## src/frc_pkg.sv

```systemverilog
`default_nettype none
package frc_pkg;
    // Register map (byte addresses, one word each)
    localparam logic [7:0] ADDR_RESPONSE = 8'h00;
    localparam logic [7:0] ADDR_CONTROL = 8'h04;
    localparam logic [7:0] ADDR_STATUS = 8'h08;
    localparam logic [7:0] ADDR_IRQ_STATUS = 8'h0c;
    localparam logic [7:0] ADDR_IRQ_CLEAR = 8'h10;
    localparam logic [7:0] ADDR_IRQ_ENABLE = 8'h14;
    localparam logic [7:0] ADDR_UNIT = 8'h18;

    // Response byte fields
    localparam int MODE_HI = 7;
    localparam int MODE_LO = 6;
    localparam int RETRY_HI = 5;
    localparam int RETRY_LO = 3;
    localparam int DELAY_HI = 2;
    localparam int DELAY_LO = 0;
    localparam logic [7:0] RESPONSE_RESET = 8'h00;
    localparam logic [2:0] RETRY_NONE = 3'h0;
    localparam logic [2:0] RETRY_FOREVER = 3'h7;

    // Response modes
    typedef enum logic [1:0] {
        MODE_IGNORE = 2'h0,
        MODE_DELAYED = 2'h1,
        MODE_SHUTDOWN = 2'h2,
        MODE_PERSIST = 2'h3
    } frc_mode_e;

    // Control register bits
    localparam int CTL_CLEAR_FAULTS = 0;
    localparam int CTL_CLEAR_LATCH = 1;
    localparam int CTL_OPERATION_ON = 2;

    // Interrupt event bits
    localparam int IRQ_FAULT = 0;
    localparam int IRQ_SHUTDOWN = 1;
    localparam int IRQ_RETRY = 2;
    localparam int IRQ_LATCHED = 3;
    localparam int IRQ_WIDTH = 4;

    // Delay time unit: 1 ms default at 40 MHz
    localparam int CLOCK_HZ = 40000000;
    localparam int UNIT_US = 1000;
    localparam int UNIT_CYCLES = (CLOCK_HZ / 1000000) * UNIT_US;
    localparam logic [31:0] UNIT_RESET = 32'(UNIT_CYCLES);

    typedef struct packed {
        logic [7:0] addr;
        logic [31:0] wdata;
        logic wr;
        logic rd;
    } frc_bus_s;
endpackage : frc_pkg
`default_nettype wire

```

## src/frc_fault_response.sv

```systemverilog
`default_nettype none
module frc_fault_response #(
    parameter int UNIT_CYCLES = frc_pkg::UNIT_CYCLES
) (
    input wire logic core_clk, // System clock, 40 MHz
    input wire logic rst, // Synchronous reset, active high
    input wire frc_pkg::frc_bus_s bus, // Register access request
    output logic [31:0] rdata, // Read data, cycle after read
    input wire logic faultPin, // Undervoltage comparator, async
    input wire logic remoteOn, // Remote control pin, async, high = on
    output logic outputEnable, // Enable to power stage
    output logic faultLatched, // Output latched off by fault
    output logic irq // Level interrupt
);
    typedef enum logic [4:0] {
        ST_OFF = 5'b00001,
        ST_RUN = 5'b00010,
        ST_DELAY = 5'b00100,
        ST_WAIT = 5'b01000,
        ST_LATCH = 5'b10000
    } frc_state_e;

    // Delay code to unit count, power of two
    function automatic logic [7:0] unitCount(input logic [2:0] code);
        unitCount = 8'h01 << code;
    endfunction : unitCount

    localparam int IRQ_W = frc_pkg::IRQ_WIDTH;

    // Host-visible configuration
    logic [7:0] response_q;
    logic [31:0] unit_q;
    logic operationOn_q;
    logic [IRQ_W-1:0] irqStatus_q;
    logic [IRQ_W-1:0] irqEnable_q;

    // Sequencer state and attempt bookkeeping
    frc_state_e state_q;
    logic [2:0] attempts_q;

    // Delay timer, split so one unit register serves every code
    logic [31:0] tick_q;
    logic [7:0] units_q;

    // Pin synchronisers and edge history
    logic [1:0] faultSync_q;
    logic [1:0] remoteSync_q;
    logic enabled_q;
    logic outputEnable_q;

    // Synchronised pin levels; nothing reads the first stage directly
    wire logic fault = faultSync_q[1];
    wire logic commandedOn = remoteSync_q[1] && operationOn_q;

    // Response byte fields
    wire frc_pkg::frc_mode_e mode = frc_pkg::frc_mode_e'(response_q[frc_pkg::MODE_HI:frc_pkg::MODE_LO]);
    wire logic [2:0] retryCode = response_q[frc_pkg::RETRY_HI:frc_pkg::RETRY_LO];
    wire logic [2:0] delayCode = response_q[frc_pkg::DELAY_HI:frc_pkg::DELAY_LO];

    // Host strobes decoded once
    wire logic wrCtl = bus.wr && bus.addr == frc_pkg::ADDR_CONTROL;
    wire logic wrIrqClear = bus.wr && bus.addr == frc_pkg::ADDR_IRQ_CLEAR;
    wire logic clearReq = wrCtl && (bus.wdata[frc_pkg::CTL_CLEAR_FAULTS] || bus.wdata[frc_pkg::CTL_CLEAR_LATCH]);

    // Off-then-on of the combined command restarts the sequencer
    wire logic offToOn = commandedOn && !enabled_q;

    // Timer idle means both counters have run out
    wire logic timerDone = units_q == 8'h00 && tick_q == 32'h0;

    // Limited codes count attempts; the top code never runs out
    wire logic retriesLeft = retryCode == frc_pkg::RETRY_FOREVER || attempts_q < retryCode;

    // Events for the interrupt block
    logic evFault;
    logic evShutdown;
    logic evRetry;
    logic evLatched;
    logic evRunFault;
    logic timerLoad;
    logic [IRQ_W-1:0] irqSet;
    logic [IRQ_W-1:0] irqClr;
    logic [31:0] statusWord;

    // Pin synchronisers; faults and remote pin are asynchronous
    // Two stages keep a metastable first stage away from the sequencer
    always_ff @(posedge core_clk) begin
        if (rst) begin
            faultSync_q <= 2'h0;
            remoteSync_q <= 2'h0;
        end else begin
            faultSync_q <= {faultSync_q[0], faultPin};
            remoteSync_q <= {remoteSync_q[0], remoteOn};
        end
    end

    // Software registers
    // Status and interrupt status are read-only here
    // Writes to clear and unmapped addresses fall through
    always_ff @(posedge core_clk) begin
        if (rst) begin
            response_q <= frc_pkg::RESPONSE_RESET;
            unit_q <= 32'(UNIT_CYCLES);
            operationOn_q <= 1'b1;
            irqEnable_q <= '0;
        end else if (bus.wr) begin
            if (bus.addr == frc_pkg::ADDR_RESPONSE) begin
                response_q <= bus.wdata[7:0];
            end else if (bus.addr == frc_pkg::ADDR_CONTROL) begin
                operationOn_q <= bus.wdata[frc_pkg::CTL_OPERATION_ON];
            end else if (bus.addr == frc_pkg::ADDR_IRQ_ENABLE) begin
                irqEnable_q <= bus.wdata[IRQ_W-1:0];
            end else if (bus.addr == frc_pkg::ADDR_UNIT) begin
                unit_q <= (bus.wdata == 32'h0) ? 32'h1 : bus.wdata; // Zero unit would stall timer
            end
        end
    end

    // Read data, one cycle after strobe; unmapped reads zero
    // Reads have no side effects, so sticky bits survive a poll
    // Write-only clear register reads as zero too
    always_ff @(posedge core_clk) begin
        if (rst) begin
            rdata <= 32'h0;
        end else if (bus.rd) begin
            if (bus.addr == frc_pkg::ADDR_RESPONSE) begin
                rdata <= {24'h0, response_q};
            end else if (bus.addr == frc_pkg::ADDR_CONTROL) begin
                rdata <= {29'h0, operationOn_q, 2'h0};
            end else if (bus.addr == frc_pkg::ADDR_STATUS) begin
                rdata <= statusWord;
            end else if (bus.addr == frc_pkg::ADDR_IRQ_STATUS) begin
                rdata <= {28'h0, irqStatus_q};
            end else if (bus.addr == frc_pkg::ADDR_IRQ_ENABLE) begin
                rdata <= {28'h0, irqEnable_q};
            end else if (bus.addr == frc_pkg::ADDR_UNIT) begin
                rdata <= unit_q;
            end else begin
                rdata <= 32'h0;
            end
        end else begin
            rdata <= 32'h0;
        end
    end

    // Previous commanded-on level, for off-then-on detection
    // Reset low, so a pin already high at release reads as a turn-on
    always_ff @(posedge core_clk) begin
        if (rst) begin
            enabled_q <= 1'b0;
        end else begin
            enabled_q <= commandedOn;
        end
    end

    // Delay timer: units_q whole units plus tick_q cycles left
    // A fresh load wins over the countdown, so a retry never inherits old time
    // Limitation: the longest interval is 128 units of the unit register
    always_ff @(posedge core_clk) begin
        if (rst) begin
            tick_q <= 32'h0;
            units_q <= 8'h00;
        end else if (timerLoad) begin
            tick_q <= unit_q - 32'h1;
            units_q <= unitCount(delayCode) - 8'h1;
        end else if (tick_q != 32'h0) begin
            tick_q <= tick_q - 32'h1;
        end else if (units_q != 8'h00) begin
            units_q <= units_q - 8'h1;
            tick_q <= unit_q - 32'h1;
        end
    end

    // Sequencer
    // Commanded off wins over every state and clears the attempt count
    // Attempts count toward the limit until a clear or off-then-on
    always_ff @(posedge core_clk) begin
        if (rst) begin
            state_q <= ST_OFF;
            attempts_q <= 3'h0;
        end else if (!commandedOn) begin
            state_q <= ST_OFF;
            attempts_q <= 3'h0;
        end else begin
            case (state_q)
                // Commanded on: start running with a fresh attempt count
                ST_OFF: begin
                    state_q <= ST_RUN;
                    attempts_q <= 3'h0;
                end
                // Running: the response mode picks what a fault does
                ST_RUN: begin
                    if (fault) begin
                        case (mode)
                            frc_pkg::MODE_IGNORE: begin
                                state_q <= ST_RUN;
                            end
                            frc_pkg::MODE_DELAYED: begin
                                state_q <= ST_DELAY;
                            end
                            frc_pkg::MODE_SHUTDOWN: begin
                                state_q <= ST_WAIT;
                            end
                            default: begin
                                state_q <= ST_WAIT; // Persist: off while fault stays
                            end
                        endcase
                    end
                end
                // Grace interval: output stays on, fault watched each cycle
                ST_DELAY: begin
                    // A vanished fault cancels the pending response
                    if (!fault) begin
                        state_q <= ST_RUN;
                    end else if (timerDone) begin
                        state_q <= (retryCode == frc_pkg::RETRY_NONE) ? ST_LATCH : ST_WAIT;
                    end
                end
                // Output off; persist waits for the fault to clear, others latch at once with no retries or wait for the timer
                ST_WAIT: begin
                    if (mode == frc_pkg::MODE_PERSIST) begin
                        if (!fault) begin
                            state_q <= ST_RUN;
                        end
                    end else if (retryCode == frc_pkg::RETRY_NONE) begin
                        state_q <= ST_LATCH;
                    end else if (timerDone) begin
                        // Interval over: try again or give up
                        if (retriesLeft) begin
                            state_q <= ST_RUN; // restart attempt
                            if (retryCode != frc_pkg::RETRY_FOREVER) begin
                                attempts_q <= attempts_q + 3'h1;
                            end
                        end else begin
                            state_q <= ST_LATCH;
                        end
                    end
                end
                // Latched off until the host clears it; the pin path goes through off
                ST_LATCH: begin
                    if (clearReq || offToOn) begin
                        state_q <= ST_RUN;
                        attempts_q <= 3'h0;
                    end
                end
                default: state_q <= ST_OFF;
            endcase
        end
    end

    // A fault-free run leaves the attempt count alone; only a retry, a clear or an off changes the count
    // Fault seen while running, in any mode
    assign evRunFault = state_q == ST_RUN && fault;

    // Delayed mode starts its grace interval
    assign evFault = evRunFault && mode == frc_pkg::MODE_DELAYED;

    // Shutdown and persist modes drop the output at once
    assign evShutdown = evRunFault && mode != frc_pkg::MODE_IGNORE && mode != frc_pkg::MODE_DELAYED;

    // Grace interval ran out with the fault still there and retries allowed
    assign evRetry = state_q == ST_DELAY && fault && timerDone && retryCode != frc_pkg::RETRY_NONE;

    // Latch off from the wait path or straight from the delay path, so
    // software sees the event whichever way the output was latched
    assign evLatched = (state_q == ST_WAIT && mode != frc_pkg::MODE_PERSIST
        && (retryCode == frc_pkg::RETRY_NONE || (timerDone && !retriesLeft)))
        || (state_q == ST_DELAY && fault && timerDone && retryCode == frc_pkg::RETRY_NONE);

    // Timer restarts on entry to a delay or a shutdown wait; persist needs none
    assign timerLoad = evFault || evRetry || (evRunFault && mode == frc_pkg::MODE_SHUTDOWN);

    // Sticky event set and host clear, same bit layout
    assign irqSet = {evLatched, evRetry, evShutdown, evRunFault};
    assign irqClr = wrIrqClear ? bus.wdata[IRQ_W-1:0] : '0;

    // Status word: attempts, one-hot state, fault, enable, latched
    assign statusWord = {
        21'h0,
        attempts_q,
        state_q,
        fault,
        outputEnable_q,
        state_q == ST_LATCH
    };

    // Output drive; off in wait and latch states
    // Enable drops at the edge that ends the cycle the shutdown event is seen, with the move to wait
    always_ff @(posedge core_clk) begin
        if (rst) begin
            outputEnable_q <= 1'b0;
        end else begin
            outputEnable_q <= commandedOn && (state_q == ST_RUN || state_q == ST_DELAY) && !evShutdown;
        end
    end
    // Port copy of the enable flop
    assign outputEnable = outputEnable_q;

    // Latched flag follows the state one edge later, like the enable
    always_ff @(posedge core_clk) begin
        if (rst) begin
            faultLatched <= 1'b0;
        end else begin
            faultLatched <= state_q == ST_LATCH;
        end
    end

    // Sticky events; a set in the clear cycle wins
    always_ff @(posedge core_clk) begin
        if (rst) begin
            irqStatus_q <= '0;
        end else begin
            irqStatus_q <= (irqStatus_q & ~irqClr) | irqSet;
        end
    end

    // Level interrupt from enabled sticky bits
    always_ff @(posedge core_clk) begin
        if (rst) begin
            irq <= 1'b0;
        end else begin
            irq <= |(irqStatus_q & irqEnable_q);
        end
    end
endmodule : frc_fault_response
`default_nettype wire

```

## config.mk

```make
export PLATFORM = sky130hd
export DESIGN_NAME = frc_fault_response
export DESIGN_NICKNAME = d
export VERILOG_FILES = /design/src/frc_pkg.sv /design/src/frc_fault_response.sv
export SDC_FILE = /design/constraint.sdc
export NUM_CORES = 1
export LEC_CHECK = 0
export ABC_AREA = 0
export BUFFER_PORTS_ARGS = -buffer_cell sky130_fd_sc_hd__buf_2
export CAP_MARGIN = 20
export CORE_UTILIZATION = 53
export DETAILED_ROUTE_END_ITERATION = 10
export PLACE_DENSITY = 0.77
export REMOVE_ABC_BUFFERS = 1
export SYNTH_ARGS = -nofsm -noshare
export SYNTH_HDL_FRONTEND = slang
export SYNTH_SLANG_ARGS = --single-unit
```

## constraint.sdc

```tcl
create_clock -name core_clk -period 3.8 [get_ports core_clk]
set_input_delay 0.19 -clock core_clk [delete_from_list [all_inputs] [get_ports core_clk]]
set_output_delay 0.19 -clock core_clk [all_outputs]
set_load 0.02 [all_outputs]
```

==> run summary <==
Setup crit start: tick_q[0]
max-slew violation count: 0
setup slack after placement: 0.120 ns
CP dominant cell by count: sky130_fd_sc_hd__a21oi_1
Worst R2R Start: tick_q[0]
wire length of the first global-routing pass: 30,200 um
netlist area before placement: 0.00673 mm^2
Combinational Power Share: 21.7%
number of synthesized register bits: 137
top fanout value on the critical path: 9
transition time at the pin with the least slew margin: 0.750 ns
Final setup violation count: 0
Final Instance Area: 0.00794 mm^2
buffers from clock root to sink, at most: 2
r2r setup slk: 0.22 ns
distinct cell type count after synthesis: 70
H-Tree Depth: 4
Clock Sinks: 137
Inserted Clock Buffers: 17
final-report hold violation count: 0
critical path cell sequence: inv_1 -> ha_1 -> or4b_1 -> or4_1 -> nor4_4 -> a21oi_2 -> nor4b_2 -> a21oi_1 -> ha_2 -> nand2b_1 -> a21oi_1 -> o221ai_1 -> o311ai_0 -> a32o_1
switching power: 1.24 mW
Root Driver: sky130_fd_sc_hd__clkbuf_16
number of antenna violations at the first check in global routing: 0
largest net degree at the start of global routing: 49
Final Skew: 0.00704 ns
routed length per placed instance: 18.0 um
type of destination of the critical path: register
total global routing overflow: 0
starting utilization of the core area: 55.1%
power per standard cell area: 532 mW/mm^2
Tot GR Track Use: 29.6%
antenna-violating nets left: 0
area added between synthesis and finish: 18.0%
proportion of synthesized flip-flops having asynchronous set or reset: 0%
starting DRC count in detailed routing: 500
fillcell total: 1,017
maximum cell stage delay along the critical path: 0.51 ns
capture point of the worst path: units_q[4]
number of global-route vias before repair: 6,103
outcome: finished clean
CP Depth: 14
top library cells by usage in the layout, fill and taps aside: sky130_fd_sc_hd__dfxtp_1, sky130_fd_sc_hd__nor2_1, sky130_fd_sc_hd__buf_2
Placed Area: 0.00729 mm^2
cell-internal power: 2.98 mW
vias per cell: 6.09
period utilisation layout: 94.3%
worst voltage drop across the vdd grid: 347 uV
setup TNS: 0 ns
Leak Pwr: 3.22 nW
Post-synth EDFFs: 0
Slew HR: 49.5%
antenna diode count: 0
min Tclk post-route: 3.58 ns
part of the Yosys area used for sequential elements: 40.8%
Die Outline Area: 0.0131 mm^2
number of nets in the layout: 906
Critical Path Start Type: register
cell family contributing the most delay on the critical path: simple AND/OR/NAND/NOR gates
Max stage delay cell, worst path: sky130_fd_sc_hd__or4_1
total number of vias: 6,297
placer's final routability congestion estimate: 0.922
count of TritonRoute iterations in the first routing pass: 7
most frequently used flop master after synthesis: sky130_fd_sc_hd__dfxtp_1
area of the placeable core: 0.0122 mm^2
I/O pin cnt: 81
Worst R2R Path Depth: 14
number of max-cap violations: 0
CTS tree: done
post-detailed-route DRC marker count: 0
clk_lat worst skew: 0.43 ns
switching share of total power: 29.4%
Worst EP arrival: 3.90 ns
Synth Area per Inst: 8.60 um^2
capturing point of the worst reg2reg path: units_q[4]
upper clock frequency limit: 279 MHz
Port Buffers: 80
Post-CTS Repair Setup Buffers: 0
commonest non-fill, non-tap cell in the layout: sky130_fd_sc_hd__dfxtp_1
Hold Path Class: in -> reg
Chip Width: 115 um
Crit Path Category: reg -> reg
clock network fraction of total power: 39.8%
endpoint required time on the critical path: 4.12 ns
die height: 115 um
count of buffer and inverter cells on the critical path: 1
clock transition at the registers of the reported paths: 0.06 ns
fraction of final layout cells sized beyond drive strength 1: 17.9%
placed wire-length estimate after detailed placement: 13,300 um
post-synthesis instance total: 782
drt total wl: 18,600 um
least setup slack across all paths after layout: 0.216 ns
sequential cell fraction of total power: 38.5%
total number of yosys warnings: 0
Rows: 40
## cells by family (layout without fill, tap and decap cells)
group                    count (synthesis)  after routing  synth area share [%]
XOR/XNOR                                63             63                  8.20
multiplexers                            15             15                  2.23
adder cells (fa/ha/maj)                  6              6                  1.12
AND/OR/NAND/NOR                        331            331                  26.2
buffers and inverters                   67            151                  4.09
flip-flops                             137            137                  40.8
AO/OA/AOI/OAI                          163            163                  17.4
## timing repair
item,in CTS,in global routing
endpoints found under the setup margin,0,3
hold buffers,2,0
endpoints found under the hold margin,2,0
gates resized for setup,0,5
## worst min-delay path by stage
stage               startpoint               to  cells past startpoint
floorplan                  rst              irq                      1
global placement      remoteOn  remoteSync_q[0]                      2
detailed placement    remoteOn  remoteSync_q[0]                      2
CTS                    bus[21]       unit_q[19]                      3
global route           bus[17]       unit_q[15]                      2
finish                 bus[17]       unit_q[15]                      2
## stage by stage
stage	util [%]	hold WS [ns]	std cells	power, mW
after CTS	64.8	0.0114	1034	4.22
after floorplan	-	0.259	733	2.28
after detailed placement	59.7	0.411	1001	2.55
after global routing	65.0	0.0173	1034	4.40
after global placement	59.7	0.403	1001	2.51
final	65.0	0.0218	1034	4.22
## flip-flops by register name, indices dropped and copies added (netlist names), 2 cells and up
name and cells:
rdata 32, tick_q 32, unit_q 32, response_q 8
units_q 8, state_q 5, irqEnable_q 4, irqStatus_q 4
attempts_q 3, faultSync_q 2, remoteSync_q 2
## layer usage
layer | GRT usage, % | vias to the layer above | wire length, um
met5 | 0 | - | 0
met4 | 14.3 | 0 | 537
met3 | 5.88 | 47 | 1120
met2 | 49.3 | 233 | 8990
met1 | 36.5 | 3017 | 8000
li1 | - | 3000 | -
## layout make-up
class	instances	area [um^2]	area share, %
flip-flops and latches	137	2740	34.6
inverters	18	67.6	0.851
repair buffers	102	571	7.19
well taps	168	210	2.65
clock inverters	11	148	1.86
multi-input cells	578	3740	47.1
clock buffers	20	457	5.75
## power groups by stage
| stage | combinational, mW | clock [mW] | sequential [mW] |
|---|---|---|---|
| floorplan | 0.653 | 0 | 1.63 |
| global placement | 0.863 | 0 | 1.64 |
| detailed placement | 0.895 | 0 | 1.65 |
| CTS | 0.910 | 1.69 | 1.62 |
| global route | 1.01 | 1.75 | 1.64 |
| finish | 0.916 | 1.68 | 1.62 |
## cell usage after synthesis (3+ instances only)
cell,number,area [um^2]
sky130_fd_sc_hd__o31ai_1,4,30.0
sky130_fd_sc_hd__or4_4,3,33.8
sky130_fd_sc_hd__and3_1,8,50.1
sky130_fd_sc_hd__clkbuf_1,37,139
sky130_fd_sc_hd__nor3b_1,4,30.0
sky130_fd_sc_hd__a21oi_1,34,170
sky130_fd_sc_hd__nand2b_1,6,37.5
sky130_fd_sc_hd__xor2_1,37,324
sky130_fd_sc_hd__buf_2,7,35.0
sky130_fd_sc_hd__dfxtp_1,137,2740
sky130_fd_sc_hd__o21ai_0,10,50.1
sky130_fd_sc_hd__inv_1,18,67.6
sky130_fd_sc_hd__or4_1,10,75.1
sky130_fd_sc_hd__a211oi_1,35,263
sky130_fd_sc_hd__nand3_1,16,80.1
sky130_fd_sc_hd__nor4b_1,3,26.3
sky130_fd_sc_hd__and2_1,27,169
sky130_fd_sc_hd__or2_2,6,37.5
sky130_fd_sc_hd__a211o_1,3,26.3
sky130_fd_sc_hd__ha_1,6,75.1
sky130_fd_sc_hd__a221o_1,5,50.1
sky130_fd_sc_hd__a22oi_1,36,270
sky130_fd_sc_hd__nor2_1,112,420
sky130_fd_sc_hd__nand4_1,10,62.6
sky130_fd_sc_hd__mux2i_1,15,150
sky130_fd_sc_hd__nand2_1,32,120
sky130_fd_sc_hd__nor4_1,34,213
sky130_fd_sc_hd__xnor2_1,26,228
sky130_fd_sc_hd__nor3_1,25,125
sky130_fd_sc_hd__or3_1,13,81.3
sky130_fd_sc_hd__nor2b_1,8,50.1
sky130_fd_sc_hd__a221oi_1,5,43.8
No activity file was read; power rests on OpenSTA's default activity.
